`src/inc/usart_tx_regs.svh`:
```
// register offsets, field positions, reset values and baud constants
// assumes a 32-bit apb slave with one aligned word per register
`ifndef USART_TX_REGS_SVH
`define USART_TX_REGS_SVH

`define OFS_CTRL_STATUS_A 8'h00
`define OFS_CTRL_STATUS_B 8'h04
`define OFS_FRAME_CFG 8'h08
`define OFS_BAUD_DIVISOR 8'h0C
`define OFS_CHAR_DATA 8'h10
`define OFS_TX_STATE 8'h14

// ctrl_status_reg_a
`define A_TXC_BIT 6
`define A_UDRE_BIT 5
`define A_DBL_BIT 1
// ctrl_status_reg_b
`define B_TXC_IE_BIT 6
`define B_UDRE_IE_BIT 5
`define B_RXEN_BIT 4
`define B_TX_ENABLE_BIT_BIT 3
`define B_SIZE2_BIT 2
`define B_NINTH_BIT 0
// frame configuration
`define C_SYNC_BIT 6
`define C_PAR_HI 5
`define C_PAR_LO 4
`define C_STOP2_BIT 3
`define C_SIZE_HI 2
`define C_SIZE_LO 1
`define C_POL_BIT 0

`define RST_SIZE_LO 2'h3
`define RST_BAUD 12'h000
`define SIZE_NINE 3'h7
`define SUB_NORMAL 4'hF
`define SUB_DOUBLE 4'h7

`endif

```
`src/inc/usart_tx_pkg.sv`:
```
// types shared by the transmit path
// assumes usart_tx_regs.svh provides the numeric constants
package usart_tx_pkg;

	typedef enum logic [4:0] {
		ST_IDLE = 5'h01,
		ST_START = 5'h02,
		ST_DATA = 5'h04,
		ST_PARITY = 5'h08,
		ST_STOP = 5'h10
	} tx_state_e;

endpackage

```
`src/hdl/sync3.sv`:
```
// three-stage input synchroniser with agreement filter
// assumes d is asynchronous to clk
`timescale 1ns/1ps

module sync3 (
	input wire logic clk,
	input wire logic resetn,
	input wire logic d,
	output logic level_q
);

	logic s1_q;
	logic s2_q;
	logic s3_q;

	always_ff @(posedge clk or negedge resetn) begin
		if (!resetn) begin
			s1_q <= 1'b1;
			s2_q <= 1'b1;
			s3_q <= 1'b1;
		end else begin
			s1_q <= d;
			s2_q <= s1_q;
			s3_q <= s2_q;
		end
	end

	// a change counts only once stages two and three agree
	always_ff @(posedge clk or negedge resetn) begin
		if (!resetn) begin
			level_q <= 1'b1;
		end else if (s2_q == s3_q) begin
			level_q <= s3_q;
		end
	end

endmodule

```
`src/hdl/usart_tx.sv`:
```
// usart transmit path with apb registers and receiver pin override
// assumes apb master on clk, pins driven through external port muxes
//
// Summary of operation
// RL1 - tx enable hands the serial output pin to the transmitter.
// RL2 - synchronous mode takes the external clock pin as shift clock.
// RL3 - writing the data register puts the character into the buffer.
// RL4 - buffer loads shifter when idle or right after the last stop bit.
// RL5 - frame goes out at baud divisor rate, or external clock rate.
// RL6 - unused upper data bits are ignored for short characters.
// RL7 - ninth bit is written first and sent as the top data bit.
// RL8 - buffer-empty flag is one when empty, zero while data waits.
// RL9 - software writes zero to the buffer-empty position.
// RL10 - buffer-empty request holds while enabled and flag set.
// RL11 - a data register write clears the buffer-empty flag.
// RL12 - handler must write data or drop the buffer-empty enable.
// RL13 - complete flag sets when frame done and buffer empty.
// RL14 - complete flag clears on interrupt service or written one.
// RL15 - complete request rises with the flag while enabled.
// RL16 - enabled parity goes after the last data bit, before stop.
// RL17 - disabling waits until shifter and buffer are both empty.
// RL18 - once really disabled the output pin returns to the port.
// RL19 - rx enable hands the serial input pin to the receiver.
// RL20 - synchronous receiver uses the external clock pin.
// RL21 - software sets baud, mode and format before sending.
// RL22 - start low, 5 to 9 data lsb first, parity, 1-2 stops.
// RL23 - parity is xor of data bits, inverted for odd.
// RL24 - bit period 16 or 8 times divisor plus one clocks.
// RL25 - sync data changes on rising edge, falling if polarity set.
// RL26 - reset leaves buffer empty, complete clear, enables off.
`timescale 1ns/1ps
`include "usart_tx_regs.svh"

module usart_tx
	import usart_tx_pkg::*;
(
	input wire logic clk,
	input wire logic resetn,
	input wire logic psel,
	input wire logic penable,
	input wire logic pwrite,
	input wire logic [7:0] paddr,
	input wire logic [31:0] pwdata,
	output logic [31:0] prdata,
	output logic pready,
	output logic pslverr,
	input wire logic tx_complete_irq_ack,
	input wire logic ext_shift_clock_pin,
	input wire logic serial_in_pin,
	output logic serial_out_pin,
	output logic tx_pin_override,
	output logic clock_pin_override,
	output logic rx_pin_override,
	output logic rx_serial_data,
	output logic irq_buffer_empty,
	output logic irq_tx_complete
);

	// configuration
	logic double_speed_bit_q;
	logic tx_complete_irq_en_q;
	logic tx_buffer_empty_irq_en_q;
	logic rx_enable_bit_q;
	logic tx_enable_bit_q;
	logic tx_ninth_bit_q;
	logic [2:0] char_size_field_q;
	logic sync_mode_select_q;
	logic [1:0] parity_mode_q;
	logic stop_bits_select_q;
	logic clock_polarity_bit_q;
	logic [11:0] baud_divisor_q;

	// transmit state
	logic tx_complete_flag_q;
	logic [8:0] buf_data_q;
	logic buf_full_q;
	logic tx_active_q;
	tx_state_e state_q;
	logic [8:0] shreg_q;
	logic [3:0] bit_idx_q;
	logic [3:0] nbits_q;
	logic parity_q;
	logic stop2_q;
	logic stop_second_q;
	logic [11:0] div_cnt_q;
	logic [3:0] sub_cnt_q;
	logic xck_prev_q;

	logic xck_level;
	logic rxd_level;
	logic setup;
	logic wr_en;
	logic data_wr;
	logic tick;
	logic tick_async;
	logic xck_edge;
	logic frame_end;
	logic load;
	logic [3:0] nbits;
	logic [8:0] masked;
	logic [3:0] sub_max;
	logic [31:0] rdata;
	logic hit;

	sync3 u_sync_xck (
		.clk(clk),
		.resetn(resetn),
		.d(ext_shift_clock_pin),
		.level_q(xck_level)
	);

	sync3 u_sync_rxd (
		.clk(clk),
		.resetn(resetn),
		.d(serial_in_pin),
		.level_q(rxd_level)
	);

	// apb: no wait state, so read data is captured in the setup cycle
	assign setup = psel & ~penable;
	assign wr_en = psel & penable & pready & pwrite;
	assign data_wr = wr_en & (paddr == `OFS_CHAR_DATA);

	always_comb begin
		rdata = 32'h0000_0000;
		hit = 1'b1;
		case (paddr)
			`OFS_CTRL_STATUS_A: begin
				rdata[`A_TXC_BIT] = tx_complete_flag_q;
				rdata[`A_UDRE_BIT] = ~buf_full_q; // [RL8]
				rdata[`A_DBL_BIT] = double_speed_bit_q;
			end
			`OFS_CTRL_STATUS_B: begin
				rdata[`B_TXC_IE_BIT] = tx_complete_irq_en_q;
				rdata[`B_UDRE_IE_BIT] = tx_buffer_empty_irq_en_q;
				rdata[`B_RXEN_BIT] = rx_enable_bit_q;
				rdata[`B_TX_ENABLE_BIT_BIT] = tx_enable_bit_q;
				rdata[`B_SIZE2_BIT] = char_size_field_q[2];
				rdata[`B_NINTH_BIT] = tx_ninth_bit_q;
			end
			`OFS_FRAME_CFG: begin
				rdata[`C_SYNC_BIT] = sync_mode_select_q;
				rdata[`C_PAR_HI:`C_PAR_LO] = parity_mode_q;
				rdata[`C_STOP2_BIT] = stop_bits_select_q;
				rdata[`C_SIZE_HI:`C_SIZE_LO] = char_size_field_q[1:0];
				rdata[`C_POL_BIT] = clock_polarity_bit_q;
			end
			`OFS_BAUD_DIVISOR: begin
				rdata[11:0] = baud_divisor_q;
			end
			`OFS_CHAR_DATA: begin
				rdata = 32'h0000_0000;
			end
			`OFS_TX_STATE: begin
				rdata[0] = tx_active_q;
				rdata[1] = (state_q != ST_IDLE);
			end
			default: begin
				hit = 1'b0;
			end
		endcase
	end

	always_ff @(posedge clk or negedge resetn) begin
		if (!resetn) begin
			pready <= 1'b0;
			pslverr <= 1'b0;
			prdata <= 32'h0000_0000;
		end else begin
			pready <= setup & ~pready;
			pslverr <= setup & ~hit;
			if (setup) begin
				prdata <= pwrite ? 32'h0000_0000 : rdata;
			end
		end
	end

	// configuration writes; the buffer-empty bit position is read-only
	always_ff @(posedge clk or negedge resetn) begin
		if (!resetn) begin // [RL26]
			double_speed_bit_q <= 1'b0;
			tx_complete_irq_en_q <= 1'b0;
			tx_buffer_empty_irq_en_q <= 1'b0;
			rx_enable_bit_q <= 1'b0;
			tx_enable_bit_q <= 1'b0;
			tx_ninth_bit_q <= 1'b0;
			char_size_field_q <= {1'b0, `RST_SIZE_LO};
			sync_mode_select_q <= 1'b0;
			parity_mode_q <= 2'h0;
			stop_bits_select_q <= 1'b0;
			clock_polarity_bit_q <= 1'b0;
			baud_divisor_q <= `RST_BAUD;
		end else if (wr_en) begin
			case (paddr)
				`OFS_CTRL_STATUS_A: begin
					double_speed_bit_q <= pwdata[`A_DBL_BIT];
				end
				`OFS_CTRL_STATUS_B: begin
					tx_complete_irq_en_q <= pwdata[`B_TXC_IE_BIT];
					tx_buffer_empty_irq_en_q <= pwdata[`B_UDRE_IE_BIT];
					rx_enable_bit_q <= pwdata[`B_RXEN_BIT];
					tx_enable_bit_q <= pwdata[`B_TX_ENABLE_BIT_BIT];
					char_size_field_q[2] <= pwdata[`B_SIZE2_BIT];
					tx_ninth_bit_q <= pwdata[`B_NINTH_BIT]; // [RL7]
				end
				`OFS_FRAME_CFG: begin
					sync_mode_select_q <= pwdata[`C_SYNC_BIT];
					parity_mode_q <= pwdata[`C_PAR_HI:`C_PAR_LO];
					stop_bits_select_q <= pwdata[`C_STOP2_BIT];
					char_size_field_q[1:0] <= pwdata[`C_SIZE_HI:`C_SIZE_LO];
					clock_polarity_bit_q <= pwdata[`C_POL_BIT];
				end
				`OFS_BAUD_DIVISOR: begin
					baud_divisor_q <= pwdata[11:0];
				end
				default: begin
				end
			endcase
		end
	end

	// character length and masking of unused upper bits
	always_comb begin
		case (char_size_field_q)
			3'h0: nbits = 4'h5;
			3'h1: nbits = 4'h6;
			3'h2: nbits = 4'h7;
			`SIZE_NINE: nbits = 4'h9;
			default: nbits = 4'h8;
		endcase
		masked = buf_data_q & ~(9'h1FF << nbits); // [RL6]
	end

	// bit timing: divisor stage then 16 or 8 sub-steps
	assign sub_max = double_speed_bit_q ? `SUB_DOUBLE : `SUB_NORMAL;
	assign tick_async = (div_cnt_q == baud_divisor_q) &&
		(sub_cnt_q == sub_max); // [RL24]
	assign xck_edge = clock_polarity_bit_q ? (xck_prev_q & ~xck_level) :
		(~xck_prev_q & xck_level); // [RL25]
	// synchronous slave shifts on external edges only [RL2] [RL5]
	assign tick = (state_q != ST_IDLE) &&
		(sync_mode_select_q ? xck_edge : tick_async);

	always_ff @(posedge clk or negedge resetn) begin
		if (!resetn) begin
			div_cnt_q <= 12'h000;
			sub_cnt_q <= 4'h0;
			xck_prev_q <= 1'b1;
		end else begin
			xck_prev_q <= xck_level;
			if (load || tick_async || state_q == ST_IDLE) begin
				div_cnt_q <= 12'h000;
				if (load || state_q == ST_IDLE || sub_cnt_q == sub_max) begin
					sub_cnt_q <= 4'h0;
				end else begin
					sub_cnt_q <= sub_cnt_q + 4'h1;
				end
			end else if (div_cnt_q == baud_divisor_q) begin
				div_cnt_q <= 12'h000;
				sub_cnt_q <= sub_cnt_q + 4'h1;
			end else begin
				div_cnt_q <= div_cnt_q + 12'h001;
			end
		end
	end

	assign frame_end = (state_q == ST_STOP) && tick &&
		(!stop2_q || stop_second_q);
	assign load = tx_active_q && buf_full_q &&
		((state_q == ST_IDLE) || frame_end); // [RL4]

	// transmit buffer; a write in the load cycle keeps the new character
	always_ff @(posedge clk or negedge resetn) begin
		if (!resetn) begin
			buf_data_q <= 9'h000;
			buf_full_q <= 1'b0;
		end else begin
			if (data_wr) begin
				buf_data_q <= {tx_ninth_bit_q, pwdata[7:0]}; // [RL3] [RL7]
			end
			buf_full_q <= (buf_full_q & ~load) | data_wr; // [RL11]
		end
	end

	// enable takes hold at once, release waits for an empty path
	always_ff @(posedge clk or negedge resetn) begin
		if (!resetn) begin
			tx_active_q <= 1'b0;
		end else if (tx_enable_bit_q) begin
			tx_active_q <= 1'b1; // [RL1]
		end else if (state_q == ST_IDLE && !buf_full_q) begin
			tx_active_q <= 1'b0; // [RL17]
		end
	end

	// frame sequencer
	always_ff @(posedge clk or negedge resetn) begin
		if (!resetn) begin
			state_q <= ST_IDLE;
			shreg_q <= 9'h000;
			bit_idx_q <= 4'h0;
			nbits_q <= 4'h8;
			parity_q <= 1'b0;
			stop2_q <= 1'b0;
			stop_second_q <= 1'b0;
			serial_out_pin <= 1'b1;
		end else if (load) begin
			state_q <= ST_START;
			shreg_q <= masked;
			nbits_q <= nbits;
			parity_q <= (^masked) ^ parity_mode_q[0]; // [RL23]
			stop2_q <= stop_bits_select_q;
			stop_second_q <= 1'b0;
			bit_idx_q <= 4'h0;
			serial_out_pin <= 1'b0; // [RL22]
		end else if (tick) begin
			case (state_q)
				ST_START: begin
					state_q <= ST_DATA;
					serial_out_pin <= shreg_q[0]; // [RL22]
				end
				ST_DATA: begin
					if (bit_idx_q == nbits_q - 4'h1) begin
						if (parity_mode_q[1]) begin
							state_q <= ST_PARITY;
							serial_out_pin <= parity_q; // [RL16]
						end else begin
							state_q <= ST_STOP;
							serial_out_pin <= 1'b1;
						end
					end else begin
						bit_idx_q <= bit_idx_q + 4'h1;
						shreg_q <= {1'b0, shreg_q[8:1]};
						serial_out_pin <= shreg_q[1];
					end
				end
				ST_PARITY: begin
					state_q <= ST_STOP;
					serial_out_pin <= 1'b1;
				end
				ST_STOP: begin
					if (stop2_q && !stop_second_q) begin
						stop_second_q <= 1'b1;
					end else begin
						state_q <= ST_IDLE;
					end
					serial_out_pin <= 1'b1;
				end
				default: begin
					state_q <= ST_IDLE;
					serial_out_pin <= 1'b1;
				end
			endcase
		end
	end

	// complete flag: a new completion wins over any clear
	always_ff @(posedge clk or negedge resetn) begin
		if (!resetn) begin
			tx_complete_flag_q <= 1'b0;
		end else if (frame_end && !load) begin
			tx_complete_flag_q <= 1'b1; // [RL13]
		end else if (tx_complete_irq_ack ||
			(wr_en && paddr == `OFS_CTRL_STATUS_A &&
			pwdata[`A_TXC_BIT])) begin
			tx_complete_flag_q <= 1'b0; // [RL14]
		end
	end

	// requests and pin ownership, registered for clean outputs
	always_ff @(posedge clk or negedge resetn) begin
		if (!resetn) begin
			irq_buffer_empty <= 1'b0;
			irq_tx_complete <= 1'b0;
			tx_pin_override <= 1'b0;
			clock_pin_override <= 1'b0;
			rx_pin_override <= 1'b0;
			rx_serial_data <= 1'b1;
		end else begin
			// level request; only new data or a cleared enable drops it
			irq_buffer_empty <= tx_buffer_empty_irq_en_q &
				~buf_full_q & ~data_wr; // [RL10]
			irq_tx_complete <= tx_complete_irq_en_q &
				tx_complete_flag_q; // [RL15]
			tx_pin_override <= tx_active_q; // [RL1] [RL18]
			clock_pin_override <= sync_mode_select_q &
				(tx_active_q | rx_enable_bit_q); // [RL2] [RL20]
			rx_pin_override <= rx_enable_bit_q; // [RL19]
			rx_serial_data <= rx_enable_bit_q ? rxd_level : 1'b1;
		end
	end

endmodule

```
`config.mk`:
```
export PLATFORM = sky130hd
export DESIGN_NAME = usart_tx
export DESIGN_NICKNAME = d
export VERILOG_FILES = /design/src/inc/usart_tx_pkg.sv /design/src/hdl/sync3.sv /design/src/hdl/usart_tx.sv
export VERILOG_INCLUDE_DIRS = /design/src /design/src/inc
export SDC_FILE = /design/constraint.sdc
export NUM_CORES = 1
export LEC_CHECK = 0
export BUFFER_PORTS_ARGS = -buffer_cell sky130_fd_sc_hd__buf_4
export CAP_MARGIN = 20
export CELL_PAD_IN_SITES_DETAIL_PLACEMENT = 0
export CELL_PAD_IN_SITES_GLOBAL_PLACEMENT = 1
export CORE_UTILIZATION = 46
export CTS_BUF_LIST = sky130_fd_sc_hd__clkbuf_2
export CTS_CLUSTER_DIAMETER = 30
export DETAILED_ROUTE_END_ITERATION = 16
export PLACE_DENSITY_LB_ADDON = 0.1
export SLEW_MARGIN = 10
export SYNTH_ARGS = -nofsm -noshare
export SYNTH_HDL_FRONTEND = slang
export SYNTH_HIERARCHICAL = 1
export SYNTH_SLANG_ARGS = --single-unit
```
`constraint.sdc`:
```
create_clock -name clk -period 2.5 [get_ports clk]
set_input_delay 0.625 -clock clk [delete_from_list [all_inputs] [get_ports clk]]
set_output_delay 0.625 -clock clk [all_outputs]
set_load 0.02 [all_outputs]
```
After elaboration in Yosys (flattened, before gate mapping)
Index checks and enable logic that the tools add are counted.
W data, S select, Z words.
{"block": "classes", "reduce_logical": 40, "n_eq_ne": 22, "shift": 1, "addsub": 4, "mux": 44, "bitwise": 27}
{"op": "$mux W12", "n": 3}
{"op": "$mux W9", "n": 4}
{"op": "$mux W4", "n": 8}
{"op": "$mux W5", "n": 6}
{"op": "$pmux W5 S4", "n": 1}
{"op": "$eq A8 B4 Y1 const B", "n": 2}
{"op": "$eq A8 B5 Y1 const B", "n": 2}
{"op": "$mux W1", "n": 16}
{"op": "$pmux W4 S4", "n": 1}
{"op": "$and A1 B1 Y1", "n": 14}
{"op": "$reduce_bool A2 Y1", "n": 7}
{"op": "$add A12 B1 Y12 const B", "n": 1}
{"op": "$eq A12 B12 Y1", "n": 1}
{"op": "$logic_and A1 B1 Y1", "n": 11}
{"op": "$and A9 B9 Y9", "n": 1}
{"op": "$not A9 Y9", "n": 1}
{"op": "$pmux W3 S3", "n": 1}
{"op": "$reduce_and A3 Y1", "n": 3}
{"op": "$reduce_xor A9 Y1", "n": 1}
{"op": "$shl A9 B4 Y9 const A", "n": 1}
{"op": "$add A4 B1 Y4 const B", "n": 2}
{"op": "$eq A4 B4 Y1", "n": 2}
{"op": "$eq A8 B3 Y1 const B", "n": 1}
{"op": "$logic_not A8 Y1", "n": 1}
{"op": "other kinds (24)", "n": 47}
{"block": "word_totals", "wordCells": 183, "register_bits": 129, "output_inout_bits": 41, "inputBits": 48}

Depth between registers and ports, before layout
{"block": "logic_depth", "ltp_word": 13, "mapped_depth": 9, "mapped_depth_nobuf": 7}

Cells and area by module
The synthesis kept the hierarchy.
{"module": "usart_tx", "area_each_um2": 4982.3, "cells_each": 445, "instances": 1, "seq_area_each_um2": 2536.2}
{"module": "sync3", "area_each_um2": 116.4, "cells_each": 5, "instances": 2, "seq_area_each_um2": 105.1}

Worst setup path before layout
OpenSTA, ideal clock, no wires.
{"block": "synth_path", "kind": "input-to-reg", "start": "input port paddr[0]", "end": "register baud_divisor_q[10]", "t_required_ps": 2375, "arrival_time_ps": 2140, "slack_ps": 235, "cell_stages": 7, "cell_sequence": "or4_4 > nor3_4 > and2_0 > buf_2 > nand3_2 > buf_6 > mux2_2"}
{"block": "synth_between", "elab_chain_len": 2}
{"element": "start, declared", "line_no": "usart_tx.sv:42", "rtl": "input wire logic [7:0] paddr,"}
{"element": "$eq A8 B4 Y1", "line_no": "usart_tx.sv:194", "rtl": "case (paddr)"}
{"element": "$reduce_and A2 Y1 (no source line)"}
{"element": "end signal, assigned", "line_no": "usart_tx.sv:192", "rtl": "baud_divisor_q <= `RST_BAUD;"}
{"element": "end signal, assigned", "line_no": "usart_tx.sv:214", "rtl": "baud_divisor_q <= pwdata[11:0];"}
{"element": "end, declared", "line_no": "usart_tx.sv:71", "rtl": "logic [11:0] baud_divisor_q;"}
No other way between the ends.
A chain may end at the register's enable or synchronous reset.

Worst setup path in the final report
{"block": "layout_path", "start": "register nbits_q[0]", "end": "register shreg_q[7]"}
{"block": "layout_between", "elab_chain_len": 4}
{"element": "start, declared", "line_no": "usart_tx.sv:81", "rtl": "logic [3:0] nbits_q;"}
{"element": "start signal, assigned", "line_no": "usart_tx.sv:310", "rtl": "nbits_q <= nbits;"}
{"element": "$sub A4 B1 Y4", "line_no": "usart_tx.sv:323", "rtl": "if (bit_idx_q == nbits_q - 4'h1) begin"}
{"element": "$eq A4 B4 Y1", "line_no": "usart_tx.sv:323"}
{"element": "$ne A2 B2 Y1 (no source line)"}
{"element": "$reduce_and A3 Y1 (no source line)"}
{"element": "end signal, assigned", "line_no": "usart_tx.sv:309", "rtl": "shreg_q <= masked;"}
{"element": "end signal, assigned", "line_no": "usart_tx.sv:333", "rtl": "shreg_q <= {1'b0, shreg_q[8:1]};"}
{"element": "end, declared", "line_no": "usart_tx.sv:79", "rtl": "logic [8:0] shreg_q;"}
No other way between the ends.

==> impl_metrics.yaml <==
synthesis:
  synth_compound_area_frac: 0.08253
  syn_inst: 455
  synth_simple_gate_area_frac: 0.1190
  synth_top_flop_cell: "dfrtp_1"
  yosysWarnings: 6
  synthAdderAreaFrac: 0.01392
  synth_top_area_frac: 0.4511
  synth_area_um2: 5215
  synth_edf_count: 0
  synth_area_per_cell_um2: 11.46
  ys_async_sr_fraction: 1.000
  synth_top_family_by_area: "multiplexers"
  synth-seq-area-share: 0.5266
  yosysTopAreaCell: "dfrtp_1"
  synth_mux_area_frac: 0.1264
  synth_area_leaders: "dfrtp_1 45%, mux2_2 9.3%, dfstp_2 7.6%"
  ys_ff_latch: 109
  synth-xor-area-share: 0.07558
  synth_cell_types: 56
grt:
  grt_pass1_wl_mm: 17.77
  antenna_found_initial: 0
  grt_max_degree: 45
  overflow: 0
  grt_usage: 0.2011
  grt_pass1_vias: 3382
floorplanning:
  die_w_um: 108.5
  ios: 89
  start_util: 0.4769
  core.rowCount: 38
  core-area_um2: 10940
  fp.dieArea_um2: 11770
  die-height_um: 108.5
finish:
  fillers: 1006
  layout_commonest_cell: "dfrtp_1"
  final_cell_area_um2: 5901
  drive_above_1_share: 0.2994
  nets: 568
  n_antenna_cell: 0
  finalNonFillerCells: 661
  fin_util: 0.5396
  synthToLayoutAreaGrowth_pct: 13.15
  final_cell_mix: "94 x dfrtp_1, 68 x buf_4, 43 x mux2_2"
detailed_routing:
  ant_nets: 0
  drt-initial-drc-count: 132
  vias: 3478
  post-route-drc-count: 0
  dr.pass1.iters: 4
  viasPerCell: 5.262
  post_drt_wl_per_cell_um: 16.38
  wl_mm: 10.83
cts:
  clockRootBuffer: "clkbuf_2"
  clockBufferDepth: 2
  numCtsBuffers: 9
  post_cts_buffers: 0
  clk_pin_slew_worst_paths_ns: 0.30
  worstSkewPairLatency_ns: 0.60
  cts_tree: "done"
  htree_levels: 3
  cts.sinks: 109
sta:
  fmax_mhz: 425.7
  fin_skew_ns: 0.03596
  relSlewSlack: 0.3256
  rsz0062_at_grt: "no"
  setup_tns_ns: 0
  maxSlewViolCount: 0
  fin_crit_sh: 0.9397
  fin_crit_ns: 2.349
  hold_viol: 0
  worstMarginPinSlew_ns: 1.010
  finalSetupViolCount: 0
placed_design:
  dp.cells: 644
  io_buffers: 48
  placed_cell_area_um2: 5789
  place.gp.congestion: 0.8033
  dpl.hpwl_mm: 7.974
worst_setup_path:
  crit_buf_inv: 2
  critPathTopFamily: "simple AND/OR/NAND/NOR gates"
  cp.required_ns: 3.04
  worst_setup_path_start_kind: "flip-flop"
  cp_slowest_stage_delay_ns: 0.62
  endpoint_kind: "flip-flop"
  crit_type: "flip-flop to flip-flop"
  worstPathMaxFanout: 8
  crit_path_top_delay_cell: "or4_1"
  worstPathCellList: "inv_1 > ha_1 > xnor2_1 > or4_1 > o211a_2 > buf_12 > a221o_1"
  critical_path_arrival_ns: 2.89
hold_path:
  hold_class: "input pin to flip-flop"
pwr:
  cellPowerDensity_nw_per_um2: 515.9
  peakVddDrop_mv: 0.4252
  p_leak_nw: 2.900
run_status:
  status: "finished, final reports clean"
run:
  cap_violations: 0
## worst reg2reg max path, cell delays in order, from the launching register on
cell,delay [ns]
dfrtp_1,0.46
inv_1,0.08
ha_1,0.31
xnor2_1,0.12
or4_1,0.62
o211a_2,0.21
buf_12,0.15
a221o_1,0.34
## registers in the layout, summed over array words and instances, names as in the netlist, 4 cells and up
signal and cells:
div_cnt_q 12, bit_idx_q 4, shreg_q 9, buf_data_q 9
nbits_q 4, prdata 12, sub_cnt_q 4, baud_divisor_q 12
state_q 5
## timing repair
action	4_1_cts	5_1_grt
gates resized for setup	0	1
hold buffers	1	0
setup endpoints to repair	0	3
hold endpoints to repair	18	0
## final cells by class
class / instances / area (µm²) / area share
flip-flops and latches: 109 / 2746 / 0.4654
multi-input cells: 314 / 2266 / 0.3840
repair buffers: 72 / 580.6 / 0.09839
well taps: 140 / 175.2 / 0.02969
clock buffers: 10 / 50.05 / 0.008482
clock inverters: 6 / 45.04 / 0.007634
inverters: 10 / 37.54 / 0.006361
## metal layers
layer	global-route usage	vias to the layer above	wire [µm]
met2	0.3079	74	4970
met5	0	-	0
met3	0.05063	12	480
li1	-	1676	-
met1	0.2873	1716	5283
met4	0.04537	0	95
## worst paths after layout
check	cells past startpoint	from	slack, ns	end
min reg2reg	0	u_sync_rxd/s1_q	0.38	u_sync_rxd/s2_q
max in group asynchronous	3	resetn	1.38	prdata[6]
min in group asynchronous	2	resetn	0.42	baud_divisor_q[2]
min	1	serial_in_pin	0.09	u_sync_rxd/s1_q
max	7	nbits_q[0]	0.15	shreg_q[7]
max reg2reg	7	nbits_q[0]	0.15	shreg_q[7]
## where the power goes
group | internal, mW | total (mW) | leakage [nW] | switching (mW)
combinational | 0.151 | 0.394 | 1.37 | 0.243
clock | 0.146 | 0.742 | 0.0623 | 0.597
sequential | 1.85 | 1.91 | 1.46 | 0.0599
## cells by family (layout without fill, tap and decap cells)
kind of cell	after synthesis	after routing
xor gates and xnor gates	45	45
DFF	109	109
other	1	20
adders and majority gates	6	6
AOI/OAI and AO/OA	64	64
buffers and inverters	51	98
and+or+nand+nor	121	121
muxes	58	58
## synth_stat cells (2+ instances only)
master / instances
mux2i_1: 13
buf_2: 5
nand2b_1: 3
o2111ai_1: 3
buf_4: 20
nor2_1: 41
xnor2_1: 23
nand4_1: 2
a22o_1: 5
nor4_1: 5
xor2_1: 22
a21o_1: 4
o31ai_1: 2
ha_1: 4
and4_1: 3
buf_6: 2
dfstp_2: 15
nand2_1: 29
nor3b_1: 3
a31oi_1: 3
o311ai_0: 2
clkbuf_1: 14
and3_1: 8
a22oi_1: 3
or4_1: 2
maj3_2: 2
nor2b_1: 2
dfrtp_1: 94
o21a_1: 4
a32o_1: 3
inv_1: 10
mux4_2: 2
o21ai_0: 20
nand3_1: 10
a21oi_1: 9
mux2_2: 43
## per-stage QoR
step | hold slack (ns) | setup slack, ns | power [mW]
finish | 0.09039 | 0.1508 | 3.044
detailed placement | 0.3507 | -0.06204 | 2.329
global placement | 0.3491 | -0.04504 | 2.316
global route | 0.006274 | 0.02029 | 3.211
floorplan | 0.3294 | 0.2350 | 2.164
CTS | 0.01921 | 0.09214 | 3.096
(Power assumes the default switching activity.)
